===== config.mk =====
export PLATFORM = sky130hd
export DESIGN_NAME = pcof_core
export DESIGN_NICKNAME = d
export VERILOG_FILES = /design/src/shared/pcof_pkg.sv /design/src/logic/pcof_edge_sync.sv /design/src/logic/pcof_divider.sv /design/src/logic/pcof_core.sv
export SDC_FILE = /design/constraint.sdc
export NUM_CORES = 2
export LEC_CHECK = 0
export BUFFER_PORTS_ARGS = -buffer_cell sky130_fd_sc_hd__buf_2
export CORE_AREA = 2 2 266 268
export DETAILED_ROUTE_END_ITERATION = 10
export DIE_AREA = 0 0 268 270
export MAX_ROUTING_LAYER = met4
export PLACE_DENSITY_LB_ADDON = 0.3
export SLEW_MARGIN = 40
export SYNTH_ARGS = -nofsm -noshare
export SYNTH_HDL_FRONTEND = slang
export SYNTH_SLANG_ARGS = --single-unit

===== constraint.sdc =====
create_clock -name pclk -period 15.4 [get_ports pclk]
set_clock_uncertainty 0.2 [all_clocks]
set_input_delay 3.08 -clock pclk [delete_from_list [all_inputs] [get_ports pclk]]
set_output_delay 3.08 -clock pclk [all_outputs]
set_load 0.02 [all_outputs]

===== src/shared/pcof_pkg.sv =====
// package: register map, reset values and limits of the position change on fly block
package pcof_pkg;
    // =========================================================
    // register byte offsets
    localparam logic [7:0] PCOF_ADDR_CTRL = 8'h00;
    localparam logic [7:0] PCOF_ADDR_DISP = 8'h04;
    localparam logic [7:0] PCOF_ADDR_MAXSPD = 8'h08;
    localparam logic [7:0] PCOF_ADDR_RAMP = 8'h0c;
    localparam logic [7:0] PCOF_ADDR_STATUS = 8'h10;
    localparam logic [7:0] PCOF_ADDR_TARGET = 8'h14;
    localparam logic [7:0] PCOF_ADDR_PROFILE = 8'h18;
    // =========================================================
    // control register field positions
    localparam int PCOF_CTRL_ENABLE_BIT = 0;
    localparam int PCOF_CTRL_LOCK_BIT = 1;
    localparam int PCOF_CTRL_DIR_BIT = 2;
    // =========================================================
    // values after reset and setting limits
    localparam logic PCOF_ENABLE_RESET = 1'h0;
    localparam logic PCOF_LOCK_RESET = 1'h1;
    localparam logic PCOF_DIR_RESET = 1'h0;
    localparam logic [30:0] PCOF_DISP_RESET = 31'h0000_2710;
    localparam logic [30:0] PCOF_DISP_MAX = 31'h4000_0000;
    localparam logic [12:0] PCOF_MAXSPD_RESET = 13'h00c8;
    localparam logic [12:0] PCOF_MAXSPD_MAX = 13'h1770;
    localparam logic [9:0] PCOF_RAMP_RESET = 10'h064;
    localparam logic [9:0] PCOF_RAMP_MAX = 10'h3e8;
    // ramp time is given per this speed step in rpm
    localparam logic [15:0] PCOF_RAMP_SPEED_STEP = 16'h03e8;
    localparam logic [15:0] PCOF_MIN_SPEED = 16'h0001;
    // =========================================================
    // datapath widths
    localparam int PCOF_GEAR_W = 16;
    localparam int PCOF_DIV_W = 48;
    // =========================================================
    // sequencer states
    typedef enum logic [1:0] {
        pcof_idle,
        pcof_calc_pos,
        pcof_calc_ramp,
        pcof_move
    } pcof_state_type;
endpackage : pcof_pkg


===== src/logic/pcof_edge_sync.sv =====
// two-stage synchroniser with rising edge detector for the trigger input
`timescale 1ns/10ps
module pcof_edge_sync
    import pcof_pkg::*;
(
    // clock and reset
    input wire logic pclk,
    input wire logic presetn,
    // raw level and detected edge
    input wire logic level_in,
    output logic rise
);
    typedef struct packed {
        logic meta;
        logic sync;
        logic prev;
    } pcof_sync_state_type;

    pcof_sync_state_type r;
    pcof_sync_state_type next_r;

    // =========================================================
    // next state
    always_comb
    begin
        next_r = r;
        next_r.meta = level_in;
        next_r.sync = r.meta;
        next_r.prev = r.sync;
    end

    always_ff @(posedge pclk or negedge presetn)
    begin
        if (!presetn)
            r <= '0;
        else
            r <= next_r;
    end

    assign rise = r.sync & ~r.prev;
endmodule : pcof_edge_sync


===== src/logic/pcof_divider.sv =====
// restoring sequential divider, one quotient bit per clock
`timescale 1ns/10ps
module pcof_divider
    import pcof_pkg::*;
#(
    parameter int DW = PCOF_DIV_W,
    parameter int VW = PCOF_GEAR_W
)
(
    // clock and reset
    input wire logic pclk,
    input wire logic presetn,
    // request
    input wire logic start,
    input wire logic [DW-1:0] dividend,
    input wire logic [VW-1:0] divisor,
    // result
    output logic [DW-1:0] quotient,
    output logic done
);
    localparam int CW = $clog2(DW + 1);

    typedef struct packed {
        logic busy;
        logic done;
        logic [CW-1:0] count;
        logic [VW:0] rem;
        logic [DW-1:0] quo;
        logic [VW-1:0] dvs;
    } pcof_div_state_type;

    pcof_div_state_type r;
    pcof_div_state_type next_r;
    logic [VW:0] rem_sh;

    // =========================================================
    // one shift and subtract step per cycle
    always_comb
    begin
        next_r = r;
        next_r.done = 1'b0;
        rem_sh = {r.rem[VW-1:0], r.quo[DW-1]};
        if (start)
        begin
            next_r.busy = 1'b1;
            next_r.count = CW'(DW);
            next_r.rem = '0;
            next_r.quo = dividend;
            next_r.dvs = divisor;
        end
        else if (r.busy)
        begin
            if (rem_sh >= {1'b0, r.dvs})
            begin
                next_r.rem = rem_sh - {1'b0, r.dvs};
                next_r.quo = {r.quo[DW-2:0], 1'b1};
            end
            else
            begin
                next_r.rem = rem_sh;
                next_r.quo = {r.quo[DW-2:0], 1'b0};
            end
            next_r.count = r.count - CW'(1);
            if (r.count == CW'(1))
            begin
                next_r.busy = 1'b0;
                next_r.done = 1'b1;
            end
        end
    end

    always_ff @(posedge pclk or negedge presetn)
    begin
        if (!presetn)
            r <= '0;
        else
            r <= next_r;
    end

    assign quotient = r.quo;
    assign done = r.done;
endmodule : pcof_divider


===== src/logic/pcof_core.sv =====
// position change on fly sequencer with apb register file
`timescale 1ns/10ps
// Overview of operation
// enable bit applied only at power-up load
// trigger from ninth input, rising edge
// homing enabled ignores the trigger
// enabled function blocks other position references
// on disable, lock select decides acceptance; a power-up load that clears enable accepts references whatever the lock select
// displacement setting, clamped, applied immediately
// zero displacement means function disabled
// target equals displacement times gear ratio
// max speed zero keeps prior speed, direction
// nonzero max speed uses direction select
// ramp setting, 0 to 1000 ms
// ramp duration from speed step formula
// lock select 0 accepts references after move
// lock select 1 blocks references after move
// unlock input releases the lock
// flag possible reverse rotation, small displacement
// synchronised edge, one move, edges ignored
module pcof_core
    import pcof_pkg::*;
(
    // clock and reset
    input wire logic pclk,
    input wire logic presetn,
    // apb slave
    input wire logic psel,
    input wire logic penable,
    input wire logic pwrite,
    input wire logic [7:0] paddr,
    input wire logic [31:0] pwdata,
    output logic [31:0] prdata,
    output logic pready,
    output logic pslverr,
    // drive status and digital inputs
    input wire logic power_up_load,
    input wire logic fly_trigger_input,
    input wire logic fly_unlock_input,
    input wire logic homing_enable,
    input wire logic signed [15:0] motor_speed,
    input wire logic signed [31:0] pos_deviation,
    input wire logic [PCOF_GEAR_W-1:0] gear_num,
    input wire logic [PCOF_GEAR_W-1:0] gear_den,
    // other position reference sources in and out
    input wire logic ext_ref_valid,
    input wire logic [31:0] ext_ref_delta,
    output logic pos_ref_valid,
    output logic [31:0] pos_ref_delta,
    output logic ref_accept,
    // move command to the profile generator
    output logic move_start,
    output logic [31:0] move_target,
    output logic [15:0] move_speed_limit,
    output logic move_direction,
    output logic [15:0] move_ramp_ms,
    input wire logic move_done
);
    typedef struct packed {
        pcof_state_type state;
        logic cfg_enable;
        logic eff_enable;
        logic lock_sel;
        logic dir_sel;
        logic [30:0] disp;
        logic [12:0] max_speed;
        logic [9:0] ramp;
        logic released;
        logic [31:0] abs_speed;
        logic [31:0] target;
        logic [15:0] limit;
        logic dir;
        logic [15:0] ramp_ms;
        logic move_start;
        logic reverse_warn;
        logic [15:0] moves;
        logic div_start;
        logic rd_ready;
        logic [31:0] prdata;
        logic ref_valid;
        logic [31:0] ref_delta;
    } pcof_core_state_type;

    pcof_core_state_type r;
    pcof_core_state_type next_r;

    logic trig_rise;
    logic fly_on;
    logic accept;
    logic mapped;
    logic wr_en;
    logic [PCOF_DIV_W-1:0] div_dividend;
    logic [PCOF_GEAR_W-1:0] div_divisor;
    logic [PCOF_DIV_W-1:0] div_quotient;
    logic div_done;
    logic [31:0] speed_ext;
    logic [31:0] diff;
    logic [31:0] status_word;
    logic [31:0] speed_mag;

    // =========================================================
    // magnitude of a two's complement word
    function automatic logic [31:0] pcof_mag(input logic [31:0] v);
        pcof_mag = v[31] ? (32'h0 - v) : v;
    endfunction : pcof_mag

    // =========================================================
    // trigger synchroniser and shared divider
    pcof_edge_sync u_trig
    (
        .pclk(pclk),
        .presetn(presetn),
        .level_in(fly_trigger_input),
        .rise(trig_rise)
    );

    pcof_divider #(
        .DW(PCOF_DIV_W),
        .VW(PCOF_GEAR_W)
    ) u_div
    (
        .pclk(pclk),
        .presetn(presetn),
        .start(r.div_start),
        .dividend(div_dividend),
        .divisor(div_divisor),
        .quotient(div_quotient),
        .done(div_done)
    );

    // =========================================================
    // derived terms
    assign fly_on = r.eff_enable && (r.disp != 31'h0);
    assign accept = r.released && (r.state == pcof_idle);
    assign speed_ext = {{16{motor_speed[15]}}, motor_speed};
    assign speed_mag = pcof_mag(speed_ext);
    assign diff = pcof_mag({19'h0, r.max_speed} - r.abs_speed);
    assign mapped = (paddr[1:0] == 2'h0) && (paddr <= PCOF_ADDR_PROFILE);
    assign wr_en = psel && penable && pwrite;
    assign status_word = {r.moves, 10'h0, r.dir, r.reverse_warn, (r.state != pcof_idle),
                          r.released, fly_on, r.eff_enable};

    always_comb
    begin
        if (r.state == pcof_calc_pos)
        begin
            div_dividend = PCOF_DIV_W'(r.disp) * PCOF_DIV_W'(gear_num);
            div_divisor = gear_den;
        end
        else
        begin
            div_dividend = PCOF_DIV_W'(diff) * PCOF_DIV_W'(r.ramp);
            div_divisor = PCOF_RAMP_SPEED_STEP;
        end
    end

    // =========================================================
    // next state
    always_comb
    begin
        next_r = r;
        next_r.move_start = 1'b0;
        next_r.div_start = 1'b0;

        // register writes
        if (wr_en && mapped)
        begin
            unique case (paddr)
                PCOF_ADDR_CTRL:
                begin
                    next_r.cfg_enable = pwdata[PCOF_CTRL_ENABLE_BIT];
                    next_r.lock_sel = pwdata[PCOF_CTRL_LOCK_BIT];
                    next_r.dir_sel = pwdata[PCOF_CTRL_DIR_BIT];
                end
                PCOF_ADDR_DISP:
                    next_r.disp = (pwdata > 32'(PCOF_DISP_MAX)) ? PCOF_DISP_MAX : pwdata[30:0];
                PCOF_ADDR_MAXSPD:
                    next_r.max_speed = (pwdata > 32'(PCOF_MAXSPD_MAX)) ? PCOF_MAXSPD_MAX : pwdata[12:0];
                PCOF_ADDR_RAMP:
                    next_r.ramp = (pwdata > 32'(PCOF_RAMP_MAX)) ? PCOF_RAMP_MAX : pwdata[9:0];
                default:
                    next_r.ramp = r.ramp;
            endcase
        end

        // register reads, one wait state
        next_r.rd_ready = psel && penable && !pwrite && !r.rd_ready;
        if (psel && penable && !pwrite && !r.rd_ready)
        begin
            next_r.prdata = 32'h0;
            if (mapped)
            begin
                unique case (paddr)
                    PCOF_ADDR_CTRL:
                        next_r.prdata = {29'h0, r.dir_sel, r.lock_sel, r.cfg_enable};
                    PCOF_ADDR_DISP:
                        next_r.prdata = {1'h0, r.disp};
                    PCOF_ADDR_MAXSPD:
                        next_r.prdata = {19'h0, r.max_speed};
                    PCOF_ADDR_RAMP:
                        next_r.prdata = {22'h0, r.ramp};
                    PCOF_ADDR_STATUS:
                        next_r.prdata = status_word;
                    PCOF_ADDR_TARGET:
                        next_r.prdata = r.target;
                    default:
                        next_r.prdata = {r.ramp_ms, r.limit};
                endcase
            end
        end

        // move sequencer
        unique case (r.state)
            pcof_idle:
            begin
                if (fly_on && trig_rise && !homing_enable)
                begin
                    next_r.released = 1'b0;
                    next_r.abs_speed = speed_mag;
                    if (r.max_speed == 13'h0)
                    begin
                        // hold the speed and direction seen before the trigger
                        next_r.limit = (speed_mag == 32'h0) ? PCOF_MIN_SPEED : speed_mag[15:0];
                        next_r.dir = motor_speed[15];
                    end
                    else
                    begin
                        next_r.limit = {3'h0, r.max_speed};
                        next_r.dir = r.dir_sel;
                    end
                    next_r.div_start = 1'b1;
                    next_r.state = pcof_calc_pos;
                end
                else
                begin
                    if (!r.released && fly_unlock_input)
                        next_r.released = 1'b1;
                    if (!fly_on && !r.lock_sel)
                        next_r.released = 1'b1;
                end
            end
            pcof_calc_pos:
            begin
                if (div_done)
                begin
                    next_r.target = div_quotient[31:0];
                    // large deviation against a small move may turn the motor back
                    next_r.reverse_warn = pcof_mag(pos_deviation) >= div_quotient[31:0];
                    next_r.div_start = 1'b1;
                    next_r.state = pcof_calc_ramp;
                end
            end
            pcof_calc_ramp:
            begin
                if (div_done)
                begin
                    next_r.ramp_ms = div_quotient[15:0];
                    next_r.move_start = 1'b1;
                    next_r.state = pcof_move;
                end
            end
            pcof_move:
            begin
                if (move_done)
                begin
                    next_r.released = !r.lock_sel;
                    next_r.moves = r.moves + 16'h0001;
                    next_r.state = pcof_idle;
                end
            end
        endcase

        // enable change only on a power-up load; last, so it outranks the idle release paths
        if (power_up_load)
        begin
            next_r.eff_enable = r.cfg_enable;
            next_r.released = !r.cfg_enable;
        end

        // gate the other reference sources
        next_r.ref_valid = ext_ref_valid && accept;
        next_r.ref_delta = ext_ref_delta;
    end

    // =========================================================
    // state register
    always_ff @(posedge pclk or negedge presetn)
    begin
        if (!presetn)
        begin
            r <= '0;
            r.state <= pcof_idle;
            r.cfg_enable <= PCOF_ENABLE_RESET;
            r.lock_sel <= PCOF_LOCK_RESET;
            r.dir_sel <= PCOF_DIR_RESET;
            r.disp <= PCOF_DISP_RESET;
            r.max_speed <= PCOF_MAXSPD_RESET;
            r.ramp <= PCOF_RAMP_RESET;
            r.released <= 1'b1;
        end
        else
        begin
            r <= next_r;
        end
    end

    // =========================================================
    // outputs
    assign prdata = r.prdata;
    assign pready = penable && (pwrite || r.rd_ready);
    assign pslverr = penable && (pwrite || r.rd_ready) && !mapped;
    assign pos_ref_valid = r.ref_valid;
    assign pos_ref_delta = r.ref_delta;
    assign ref_accept = accept;
    assign move_start = r.move_start;
    assign move_target = r.target;
    assign move_speed_limit = r.limit;
    assign move_direction = r.dir;
    assign move_ramp_ms = r.ramp_ms;
endmodule : pcof_core


==> reports/qor.yml <==
place_congestion: 0.986
place_area_mm2: 0.0442
area_delta_synth_final_pct: 6.93
cts_buffer_depth: 3
cts_tree: "yes"
yosysWarnings: 0
cp-end-kind: "register"
mappedNetlistArea_mm2: 0.0427
hold_class: "register to register"
hold_viol: 0
synth-edff-count: 0
final_cells: 5801
holdWs_ns: 0.159
status: "complete, no violations"
synth-seq-cells: 319
tightest_slew_ns: 0.901
cts_resized: 0
drtIter0Drc: 3576
cts.sinks: 319
grt_pass1_vias: 35000
post-route-period-util: 0.650
die_w_um: 268
grt.total_usage: 0.358
grt_pass1_wl_um: 195000
portBuffers: 296
clkLatencyLatePin_ns: 0.60
timing_worst_setup_path_type: "register to register"
core-area_mm2: 0.0695
crit_slowest_cell: "or4_4"
slew_violations: 0
nNetsFinal: 5894
power_density_mw_per_mm2: 71.0
fill_cells: 5706
critPathMaxStageDelay_ns: 0.58
dr.pass1.iters: 9
io_pins: 297
dp.final_hpwl_um: 93700
ant_nets: 0
wl_per_cell_um: 21.1
initial_utilization: 0.614
vdd_ir_drop_max_uv: 80.4
die_area_mm2: 0.0724
overflow: 0
post_cts.repair.setup_buffers: 0
async_reset_ff_frac: 1.00
p_leak_nw: 22.2
ys_seq_area_frac: 0.187
layout-drive-gt1-share: 0.101
drc: 0
wirelength_um: 123000
max_clock_freq_ghz: 0.0998
cp_common_cell: "fa_1"
critPathArrivalTime_ns: 10.29
num_rows: 97
htreeDepth: 2
setup_tns_ns: 0
cts-hold-fix-buffers: 0
slew_headroom: 0.399
cts_made_buffers: 38
rsz0062_at_grt: "no"
root_buffer: "clkbuf_16"
required_ns: 15.67
synthCells: 4732
clkTransAtPathRegs_ns: 0.07
vias_per_cell: 5.91
drv_cap: 0
stdcell_area_mm2: 0.0456
place_inst: 5719
layout_common_cells: "nand2_1, inv_1, fa_1"
synth_top_flop_cell: "dfrtp_1"
grt_max_degree: 89
die_h_um: 270
antenna_found_initial: 9
synth_cell_types: 76
cp-start-kind: "register"
period_needed_ns: 10.02
vias: 34300
setup_viol: 0
critPathMaxFanout: 10
postSynthAreaPerCell_um2: 9.02
final_common_cell: "nand2_1"
[cell families after synthesis]
logic type | synth area share
compound gates | 0.121
xor+xnor | 0.0349
fa+ha+maj | 0.380
buf+inv | 0.107
flops | 0.187
mux | 0.0166
other cells | 0.000176
simple gates | 0.153
[flip-flops by register name, summed over array words and instances, names as in the netlist]
name and count:
move_target 32, r 97, u_div.quotient 48, u_trig.next_r 2, u_trig.r 1, pos_ref_delta 32, u_div.done 1, prdata 32
move_speed_limit 16, move_direction 1, move_start 1, pos_ref_valid 1, u_div.r 39, move_ramp_ms 16
[Yosys cell counts, types with 39 or more instances]
cell type,number,share of area
nand2_1,721,0.063
inv_1,717,0.063
fa_1,644,0.30
dfrtp_1,306,0.18
ha_1,267,0.078
clkbuf_1,212,0.019
o21ai_0,200,0.023
and2_1,195,0.029
a21oi_1,177,0.021
nor2_1,144,0.013
buf_4,128,0.023
xnor2_1,110,0.023
a21o_1,84,0.015
nor2b_1,73,0.011
xor2_1,58,0.012
mux2i_1,54,0.013
nor3_1,50,0.0059
a22o_1,42,0.0086
nand3_1,39,0.0046
[path summary, 6_finish.rpt]
| kind | start | end | slack, ns | cells after the start |
|---|---|---|---|---|
| hold reg to reg | u_trig.next_r[1] | u_trig.next_r[0] | 0.16 | 0 |
| setup reg to reg | r[193] | u_div.quotient[38] | 5.38 | 33 |
| min in group asynchronous | presetn | pos_ref_delta[22] | 2.26 | 1 |
| hold / removal | u_trig.next_r[1] | u_trig.next_r[0] | 0.16 | 0 |
| setup / recovery | r[193] | u_div.quotient[38] | 5.38 | 33 |
| max in group asynchronous | presetn | u_div.r[88] | 10.89 | 3 |
[worst max-delay path, delay by kind of cell (launching register included)]
kind | cells | cell delay, ns
flip-flops | 1 | 0.40
XOR/XNOR | 3 | 0.71
AND/OR/NAND/NOR | 4 | 1.50
adder cells (fa/ha/maj) | 8 | 3.51
buffers and inverters | 5 | 0.32
AO/OA/AOI/OAI | 13 | 3.27
[per-layer routing]
metal,global-route usage,wire (um),vias to the layer above
li1,-,-,15200
met1,0.487,49700,17100
met2,0.534,55700,1653
met3,0.0733,12200,317
met4,0.126,5020,0
met5,-,0,-
[where the power goes]
part           total (W)  switching, W  internal, W
clock network   0.000997      0.000416     0.000581
registers       0.000991     0.0000677     0.000923
logic            0.00125      0.000783     0.000470
[final cells by class]
| cell class | instances | area [um^2] | share of cell area |
|---|---|---|---|
| sequential | 319 | 8020 | 0.176 |
| multi-input combinational | 3407 | 30500 | 0.669 |
| inverter | 717 | 2690 | 0.0590 |
| antenna | 11 | 27.5 | 0.000603 |
| clock inverter | 26 | 369 | 0.00809 |
| tap | 940 | 1180 | 0.0258 |
| timing repair buffer | 337 | 1810 | 0.0396 |
| clock buffer | 44 | 1000 | 0.0220 |
[through the flow]
stage	setup slack (ns)	utilization	total power, W
2_1_floorplan	6.04	-	0.00187
3_3_place_gp	5.22	0.634	0.00220
3_5_place_dp	5.06	0.635	0.00222
4_1_cts	5.37	0.655	0.00323
5_1_grt	4.65	0.656	0.00343
6_report	5.38	0.656	0.00324
Power figures use the tool's default switching activity.
